`src/rtl/pixel_fifo_pkg.sv`:
```
// Purpose: shared constants and types of the pixel output port
// Assumes: 16-bit video words, 32-bit Wishbone register bus
// Notes:   ctrl and irq register fields are laid out by the packed structs below
`default_nettype none
package pixel_fifo_pkg;
   // =====================================================================
   // fifo geometry and flag levels
   localparam int FIFO_DEPTH = 40;
   localparam int DATA_W     = 16;
   localparam int CNT_W      = 6;
   localparam int AE_LIMIT   = 9;   // almost empty below this many
   localparam int AF_LIMIT   = 32;  // almost full above this many
   localparam int HALF_LIMIT = 20;  // half full level
   localparam int DV_THR     = 20;  // data valid rising level
   localparam int AE_PIPE    = 2;   // almost-empty output pipeline stages

   // =====================================================================
   // register offsets (byte addresses)
   localparam logic [7:0] REG_CTRL     = 8'h00;
   localparam logic [7:0] REG_STATUS   = 8'h04;
   localparam logic [7:0] REG_IRQ_STAT = 8'h08;
   localparam logic [7:0] REG_IRQ_MASK = 8'h0C;

   // =====================================================================
   // embedded control codes
   localparam logic [15:0] CODE_LINE  = 16'hFF01;
   localparam logic [15:0] CODE_FIELD = 16'hFF02;

   // =====================================================================
   // register layouts
   typedef struct packed {
      logic inv_af;         // invert almost_full_flag
      logic inv_dv;         // invert data_valid_flag
      logic af_half;        // almost full flags half full instead
      logic dv_thr_full;    // async data valid rises at almost full level
      logic sync_variant2;  // embedded codes in synchronous mode
      logic bus16;          // 1: 16-bit bus, 0: 8-bit bus
      logic async_mode;     // asynchronous pixel mode
   } ctrl_t;
   localparam ctrl_t CTRL_RESET = 7'h02;

   typedef struct packed {
      logic underrun;       // read request while empty
      logic ae_rise;        // almost empty became true
      logic af_rise;        // almost full became true
   } irq_t;
   localparam irq_t IRQ_RESET = 3'h0;

   typedef enum logic [1:0] {
      SYNC_IDLE = 2'b00,
      SYNC_LOW  = 2'b01
   } sync_state_t;
endpackage
`default_nettype wire

```
`src/rtl/pixel_output_fifo_port.sv`:
```
// Purpose: pixel output port with output fifo, flags and markers
// Assumes: pixel stream and markers arrive on core_clk; read clock is sampled
// Notes:   pixel clocks are divided from core_clk
// Behaviour
// - 16-bit uses the whole bus; 8-bit uses upper byte
// - sync launch on 1x clock or 2x clock
// - sync variant 2 embeds control codes
// - async mode 16-bit only, on read clock
// - async always inserts line and field codes
// - sync data valid only on valid pixels and embedded control codes
// - occupancy counts pixels and control codes
// - almost empty below 9 entries
// - almost empty passes an output pipeline
// - almost full above 32 entries
// - setting makes almost full flag half full
// - polarity of valid and almost full programmable
// - pointer reset low clears both pointers
`timescale 1ns/10ps
`default_nettype none
module pixel_output_fifo_port #(
   parameter int DEPTH = pixel_fifo_pkg::FIFO_DEPTH
) (
   // clock and reset
   input  wire logic                              core_clk,
   input  wire logic                              rst_b,
   // wishbone slave
   input  wire logic                              cyc_i,
   input  wire logic                              stb_i,
   input  wire logic                              we_i,
   input  wire logic [7:0]                        adr_i,
   input  wire logic [3:0]                        sel_i,
   input  wire logic [31:0]                       dat_i,
   output logic      [31:0]                       dat_o,
   output logic                                   ack_o,
   output logic                                   irq,
   // pixel stream from the video pipeline
   input  wire logic                              pix_valid,
   input  wire logic [pixel_fifo_pkg::DATA_W-1:0] pix_data,
   output logic                                   pix_ready,
   input  wire logic                              line_start_marker,
   input  wire logic                              field_start_marker,
   // video port pins
   output logic [pixel_fifo_pkg::DATA_W-1:0]      video_data_bus,
   output logic                                   data_valid_flag,
   output logic                                   almost_empty_flag,
   output logic                                   almost_full_flag,
   output logic                                   pixel_clock_1x,
   output logic                                   pixel_clock_2x,
   input  wire logic                              fifo_read_clock,
   input  wire logic                              fifo_read_enable,
   input  wire logic                              fifo_pointer_reset
);
   import pixel_fifo_pkg::*;

   ctrl_t                     ctrl;
   irq_t                      irq_stat;
   irq_t                      irq_mask;
   irq_t                      irq_event;
   sync_state_t               sync_state;
   logic [DATA_W-1:0]         mem [DEPTH];
   logic [CNT_W-1:0]          wr_ptr;
   logic [CNT_W-1:0]          rd_ptr;
   logic [CNT_W-1:0]          count;
   logic                      ptr_rst_b;
   logic [1:0]                clk_div;
   logic                      tick_1x;
   logic                      tick_2x;
   logic                      launch;
   logic                      rclk_meta;
   logic                      rclk_sync;
   logic                      rclk_prev;
   logic                      ren_meta;
   logic                      ren_sync;
   logic                      rd_edge;
   logic                      pop;
   logic                      push;
   logic                      pend_line;
   logic                      pend_field;
   logic                      use_codes;
   logic [DATA_W-1:0]         next_word;
   logic                      have_word;
   logic                      take_word;
   logic [7:0]                low_byte;
   logic                      sync_dv;
   logic                      async_dv;
   logic [AE_PIPE-1:0]        ae_pipe;
   logic                      ae_raw;
   logic                      af_raw;
   logic                      af_prev;
   logic                      ae_prev;
   logic                      bus_read;

   // =====================================================================
   // pixel clocks and launch ticks
   // the tick marks the core edge at which the chosen pixel clock rises
   always_ff @(posedge core_clk or negedge rst_b) begin
      if (!rst_b) begin
         clk_div <= 2'h0;
      end else begin
         clk_div <= clk_div + 2'h1;
      end
   end

   always_ff @(posedge core_clk or negedge rst_b) begin
      if (!rst_b) begin
         pixel_clock_2x <= 1'b0;
         pixel_clock_1x <= 1'b0;
      end else begin
         pixel_clock_2x <= ~clk_div[0];
         pixel_clock_1x <= (clk_div == 2'h1) || (clk_div == 2'h2);
      end
   end

   assign tick_2x = (clk_div[0] == 1'b0);
   assign tick_1x = (clk_div == 2'h1);
   assign launch  = ctrl.bus16 ? tick_1x : tick_2x;

   // =====================================================================
   // read clock and read enable synchronisers
   always_ff @(posedge core_clk or negedge rst_b) begin
      if (!rst_b) begin
         rclk_meta <= 1'b0;
         rclk_sync <= 1'b0;
         rclk_prev <= 1'b0;
         ren_meta  <= 1'b0;
         ren_sync  <= 1'b0;
      end else begin
         rclk_meta <= fifo_read_clock;
         rclk_sync <= rclk_meta;
         rclk_prev <= rclk_sync;
         ren_meta  <= fifo_read_enable;
         ren_sync  <= ren_meta;
      end
   end

   // reads only count in async mode; a reader holding the clock low is inert
   assign rd_edge = ctrl.async_mode && rclk_sync && !rclk_prev;
   assign pop     = rd_edge && ren_sync && (count != '0);

   // =====================================================================
   // marker capture and word selection
   assign use_codes = ctrl.async_mode || ctrl.sync_variant2;

   always_ff @(posedge core_clk or negedge rst_b) begin
      if (!rst_b) begin
         pend_line  <= 1'b0;
         pend_field <= 1'b0;
      end else begin
         // a new marker in the cycle of consumption is kept
         if (line_start_marker && use_codes) begin
            pend_line <= 1'b1;
         end else if ((take_word && pend_line) || !use_codes) begin
            pend_line <= 1'b0;
         end
         if (field_start_marker && use_codes) begin
            pend_field <= 1'b1;
         end else if ((take_word && !pend_line && pend_field) || !use_codes) begin
            pend_field <= 1'b0;
         end
      end
   end

   always_comb begin
      if (pend_line) begin
         next_word = CODE_LINE;
      end else if (pend_field) begin
         next_word = CODE_FIELD;
      end else begin
         next_word = pix_data;
      end
   end

   assign have_word = pend_line || pend_field || pix_valid;
   assign push      = ctrl.async_mode && have_word && (count != DEPTH[CNT_W-1:0]);
   assign take_word = ctrl.async_mode ? push
                    : (have_word && launch && (sync_state == SYNC_IDLE));
   // a marker word steals the slot, so the pixel waits
   assign pix_ready = take_word && !pend_line && !pend_field;

   // =====================================================================
   // fifo storage and pointers
   // external pointer reset acts without the clock, as does core reset
   assign ptr_rst_b = rst_b && fifo_pointer_reset;

   always_ff @(posedge core_clk) begin
      if (push) begin
         mem[wr_ptr] <= next_word;
      end
   end

   always_ff @(posedge core_clk or negedge ptr_rst_b) begin
      if (!ptr_rst_b) begin
         wr_ptr <= '0;
         rd_ptr <= '0;
         count  <= '0;
      end else begin
         if (push) begin
            wr_ptr <= (wr_ptr == CNT_W'(DEPTH - 1)) ? '0 : wr_ptr + 1'b1;
         end
         if (pop) begin
            rd_ptr <= (rd_ptr == CNT_W'(DEPTH - 1)) ? '0 : rd_ptr + 1'b1;
         end
         // every stored word counts, codes included
         if (push && !pop) begin
            count <= count + 1'b1;
         end else if (pop && !push) begin
            count <= count - 1'b1;
         end
      end
   end

   // =====================================================================
   // synchronous output path
   always_ff @(posedge core_clk or negedge rst_b) begin
      if (!rst_b) begin
         sync_state <= SYNC_IDLE;
         low_byte   <= 8'h00;
      end else begin
         case (sync_state)
            SYNC_IDLE: begin
               if (take_word && !ctrl.async_mode && !ctrl.bus16) begin
                  low_byte   <= next_word[7:0];
                  sync_state <= SYNC_LOW;
               end
            end
            SYNC_LOW: begin
               if (launch || ctrl.async_mode) begin
                  sync_state <= SYNC_IDLE;
               end
            end
            default: begin
               sync_state <= SYNC_IDLE;
            end
         endcase
      end
   end

   // bus data, both modes share one register
   always_ff @(posedge core_clk or negedge rst_b) begin
      if (!rst_b) begin
         video_data_bus <= '0;
         sync_dv        <= 1'b0;
      end else if (ctrl.async_mode) begin
         sync_dv <= 1'b0;
         if (pop) begin
            video_data_bus <= mem[rd_ptr];
         end
      end else if (launch) begin
         // valid stands for one pixel clock period
         sync_dv <= take_word || (sync_state == SYNC_LOW);
         if (sync_state == SYNC_LOW) begin
            video_data_bus <= {low_byte, 8'h00};
         end else if (take_word) begin
            video_data_bus <= ctrl.bus16 ? next_word
                                         : {next_word[15:8], 8'h00};
         end
      end
   end

   // =====================================================================
   // fifo flags
   assign ae_raw = (count < CNT_W'(AE_LIMIT));
   assign af_raw = ctrl.af_half ? (count >= CNT_W'(HALF_LIMIT))
                                 : (count > CNT_W'(AF_LIMIT));

   // pipeline lags live occupancy; readers must stop at once
   always_ff @(posedge core_clk or negedge ptr_rst_b) begin
      if (!ptr_rst_b) begin
         ae_pipe <= '1;
      end else begin
         ae_pipe <= {ae_pipe[AE_PIPE-2:0], ae_raw};
      end
   end

   always_ff @(posedge core_clk or negedge ptr_rst_b) begin
      if (!ptr_rst_b) begin
         async_dv <= 1'b0;
      end else if (count == '0) begin
         async_dv <= 1'b0;
      end else if (count >= (ctrl.dv_thr_full ? CNT_W'(AF_LIMIT)
                                              : CNT_W'(DV_THR))) begin
         async_dv <= 1'b1;
      end
   end

   always_ff @(posedge core_clk or negedge rst_b) begin
      if (!rst_b) begin
         data_valid_flag   <= 1'b0;
         almost_empty_flag <= 1'b1;
         almost_full_flag  <= 1'b0;
      end else begin
         data_valid_flag   <= (ctrl.async_mode ? async_dv : sync_dv) ^ ctrl.inv_dv;
         almost_empty_flag <= ae_pipe[AE_PIPE-1];
         almost_full_flag  <= af_raw ^ ctrl.inv_af;
      end
   end

   // =====================================================================
   // interrupt events
   always_ff @(posedge core_clk or negedge rst_b) begin
      if (!rst_b) begin
         af_prev <= 1'b0;
         ae_prev <= 1'b1;
      end else begin
         af_prev <= af_raw;
         ae_prev <= ae_pipe[AE_PIPE-1];
      end
   end

   assign irq_event.af_rise  = af_raw && !af_prev;
   assign irq_event.ae_rise  = ae_pipe[AE_PIPE-1] && !ae_prev;
   assign irq_event.underrun = rd_edge && ren_sync && (count == '0);

   assign bus_read = cyc_i && stb_i && !we_i && ack_o && (adr_i == REG_IRQ_STAT);

   // set wins over the read clear
   always_ff @(posedge core_clk or negedge rst_b) begin
      if (!rst_b) begin
         irq_stat <= IRQ_RESET;
      end else begin
         irq_stat <= (bus_read ? IRQ_RESET : irq_stat) | irq_event;
      end
   end

   assign irq = |(irq_stat & irq_mask);

   // =====================================================================
   // wishbone register slave, one wait state
   always_ff @(posedge core_clk or negedge rst_b) begin
      if (!rst_b) begin
         ack_o <= 1'b0;
      end else begin
         ack_o <= cyc_i && stb_i && !ack_o;
      end
   end

   always_ff @(posedge core_clk or negedge rst_b) begin
      if (!rst_b) begin
         ctrl     <= CTRL_RESET;
         irq_mask <= IRQ_RESET;
      end else if (cyc_i && stb_i && we_i && ack_o && sel_i[0]) begin
         if (adr_i == REG_CTRL) begin
            ctrl <= ctrl_t'(dat_i[$bits(ctrl_t)-1:0]);
         end
         if (adr_i == REG_IRQ_MASK) begin
            irq_mask <= irq_t'(dat_i[$bits(irq_t)-1:0]);
         end
      end
   end

   // unmapped addresses read zero and ignore writes
   always_comb begin
      case (adr_i)
         REG_CTRL:     dat_o = {25'h0, ctrl};
         REG_STATUS:   dat_o = {20'h0, async_dv, ae_pipe[AE_PIPE-1], af_raw,
                                (count == '0), 2'h0, count};
         REG_IRQ_STAT: dat_o = {29'h0, irq_stat};
         REG_IRQ_MASK: dat_o = {29'h0, irq_mask};
         default:      dat_o = 32'h0;
      endcase
   end
endmodule
`default_nettype wire

```
`config.mk`:
```
export PLATFORM = sky130hd
export DESIGN_NAME = pixel_output_fifo_port
export DESIGN_NICKNAME = d
export VERILOG_FILES = /design/src/rtl/pixel_fifo_pkg.sv /design/src/rtl/pixel_output_fifo_port.sv
export SDC_FILE = /design/constraint.sdc
export NUM_CORES = 1
export LEC_CHECK = 0
export BUFFER_PORTS_ARGS = -buffer_cell sky130_fd_sc_hd__buf_2
export CORE_UTILIZATION = 55
export DETAILED_ROUTE_END_ITERATION = 10
export PLACE_DENSITY = 0.75
export SLEW_MARGIN = 20
export SYNTH_ARGS = -nofsm -noshare
export SYNTH_HDL_FRONTEND = slang
export SYNTH_SLANG_ARGS = --single-unit
```
`constraint.sdc`:
```
create_clock -name core_clk -period 3.9 [get_ports core_clk]
set_input_delay 0 -clock core_clk [delete_from_list [all_inputs] [get_ports core_clk]]
set_output_delay 0 -clock core_clk [all_outputs]
set_load 0.02 [all_outputs]
```
==> results.json <==
{
  "port_buffers": 77,
  "rows": 83,
  "hold_viol": 0,
  "syn_to_final_growth_pct": 13.2,
  "post-route-drc-count": 0,
  "htree_num_levels": 3,
  "synth.distinct_cells": 65,
  "grt_overflow_total": 0,
  "tightest_slew_ns": 1.09,
  "grt_util_all_layers_pct": 25.3,
  "grt_start_max_net_pins": 100,
  "synth_top_family_by_area": "multiplexers",
  "synth_compound_area_share_pct": 4.85,
  "synth_mux_area_share_pct": 14.8,
  "first_iter_violations": 1609,
  "finalMaxSlewViolations": 0,
  "crit_path_max_fanout": 39,
  "p_leak_nw": 10.6,
  "timing.hold.ws_ns": 0.0481,
  "ant_nets": 0,
  "synthTopCellsByArea": "edfxtp_1, mux4_2, dfrtp_1",
  "cts_sinks": 714,
  "worstPathArrival_ns": 3.60,
  "synth-simple-area-share_pct": 3.59,
  "netlist_area_sq_um": 28700,
  "fin_tns_setup_ns": 0,
  "die-area_sq_um": 53000,
  "seq_area_frac_synth_pct": 73.5,
  "fp.dieH_microns": 230,
  "yosysMostFrequentCell": "edfxtp_1",
  "grt_pass1_vias": 15292,
  "insertion_delay_ns": 0.61,
  "fp.dieW_microns": 230,
  "post_cts_buffers": 0,
  "gp_congestion": 0.862,
  "drive_gt1_share_pct": 27.8,
  "endpoint_kind": "register",
  "period_minus_slack_ns": 3.14,
  "synthAdderAreaFrac_pct": 0.550,
  "vdd_drop_max_mv": 0.274,
  "clock_path_buffers": 3,
  "required_ns": 4.35,
  "vias": 15255,
  "yosys.area.top_type_share_pct": 67.0,
  "wl_mm": 65.3,
  "setup_viol": 0,
  "clock_skew_ns": 0.0191,
  "synth_area_per_cell_sq_um": 19.0,
  "clockRootBuffer": "clkbuf_16",
  "cts_made_buffers": 69,
  "ys.flop_type": "edfxtp_1",
  "boundaryPins": 127,
  "ys_ff_latch": 714,
  "yosysWarnings": 0,
  "antenna_found_initial": 0,
  "ys_top_cells_by_count": "edfxtp_1, mux4_2, dfrtp_1",
  "dr.pass1.iters": 5,
  "rsz0062_at_grt": "no",
  "hold_class": "in2async",
  "synth_area_leader_cell": "edfxtp_1",
  "power_per_cell_area_nw_per_um2": 471,
  "clkTransAtPathRegs_ns": 0.06,
  "relSlewSlack_pct": 27.3,
  "status": "finished clean",
  "max_clock_freq_ghz": 0.318,
  "critPathLaunchType": "register",
  "drv_cap": 0,
  "synthCells": 1505,
  "fin_crit_sh_pct": 80.6,
  "grt_first_pass_wirelength_mm": 97.4,
  "core_region_area_sq_um": 51400,
  "synth-xor-area-share_pct": 0.336,
  "nets": 1756,
  "cts_tree": "yes",
  "synth_edf_count": 640,
  "n_antenna_cell": 0,
  "power_w": 0.0153,
  "timing.setup.critical_path_class": "reg2reg",
  "drt-wirelength-per-cell_microns": 27.2,
  "drt-vias-per-instance": 6.36,
  "dp_hpwl_mm": 37.9,
  "synthArstFlopShare_pct": 10.4,
  "initial_core_util_pct": 55.8
}
## critical path, cell delays in order, from the launching register on
cell and delay [ns]:
dfrtp_4 0.98, mux4_1 0.68, mux2_2 0.30, a221oi_1 0.63, a31o_2 0.28, a31oi_1 0.09
## registers in the layout, indices dropped and copies added (netlist names), 2 cells and up
| signal | cells |
|---|---|
| irq_mask | 3 |
| wr_ptr | 6 |
| ctrl | 7 |
| low_byte | 8 |
| ae_pipe | 2 |
| count | 6 |
| irq_stat | 3 |
| clk_div | 2 |
| video_data_bus | 16 |
| mem | 640 |
| rd_ptr | 6 |
## layout by cell type, fill, tap and decap left out, types with 49 or more instances in the layout
cell       netlist  layout
buf_2           21      77
buf_4           30      80
clkbuf_16        0      70
dfrtp_1         70      68
edfxtp_1       640     640
mux2_2          69      69
mux2i_1         49      49
mux4_2         125     125
nand2_1         52      52
nor2_1          57      57
## routing by layer
layer | vias to the layer above | track usage (%) | routed length [microns]
li1 | 6410 | - | -
met1 | 7955 | 33.9 | 24900
met2 | 746 | 41.4 | 32600
met3 | 144 | 3.92 | 5140
met4 | 0 | 10.9 | 2580
met5 | - | 0 | 0
## final cells by class
class	count	area, sq um
clock buffer	91	1870
clock inverter	24	304
fill	3431	18900
inverter	21	78.8
multi-input combinational	684	7010
sequential	714	21100
tap	680	851
timing repair buffer	183	1270
## worst paths after layout
| check | slack [ns] | startpoint | cells past startpoint | end |
|---|---|---|---|---|
| worst max-delay path | 0.76 | rd_ptr[0]$_DFFE_PN0P_ | 5 | video_data_bus[4]$_DFFE_PN0P_ |
| worst min-delay path | 0.05 | fifo_pointer_reset | 3 | count[0]$_DFFE_PN0P_ |
| worst max register to register | 0.76 | rd_ptr[0]$_DFFE_PN0P_ | 5 | video_data_bus[4]$_DFFE_PN0P_ |
| worst min register to register | 0.35 | ren_meta$_DFF_PN0_ | 0 | ren_sync$_DFF_PN0_ |
| max in group asynchronous | 3.28 | rst_b | 3 | rd_ptr[1]$_DFFE_PN0P_ |
| min in group core_clk | 0.06 | fifo_read_enable | 2 | ren_meta$_DFF_PN0_ |
## per-stage QoR
step / setup slack, ns / std cells / area (sq um) / util, %
global placement: 0.826 / 2258 / 30000 / 58.5
CTS: 0.768 / 2397 / 32500 / 63.1
detailed placement: 0.789 / 2258 / 30000 / 58.5
floorplan: 0.906 / 1525 / 28700 / -
global route: 0.580 / 2397 / 32500 / 63.2
finish: 0.757 / 2397 / 32500 / 63.2
## kinds of logic after synthesis
logic type               count (synthesis)
AO/OA/AOI/OAI                          185
XOR/XNOR                                11
adder cells (fa/ha/maj)                 12
buffers and inverters                  127
flip-flops                             714
multiplexers                           249
other                                    1
AND/OR/NAND/NOR                        206
## what timing repair did
item	4_1_cts	5_1_grt
resized for setup	0	0
hold buffers	24	0
endpoints found under the hold margin	94	0
## power breakdown
part / internal, W / switching [W]
Sequential: 0.00837 / 0.0000303
Combinational: 0.000107 / 0.000252
Clock: 0.00383 / 0.00269
Total: 0.0123 / 0.00297
No activity file was read; power rests on OpenSTA's default activity.
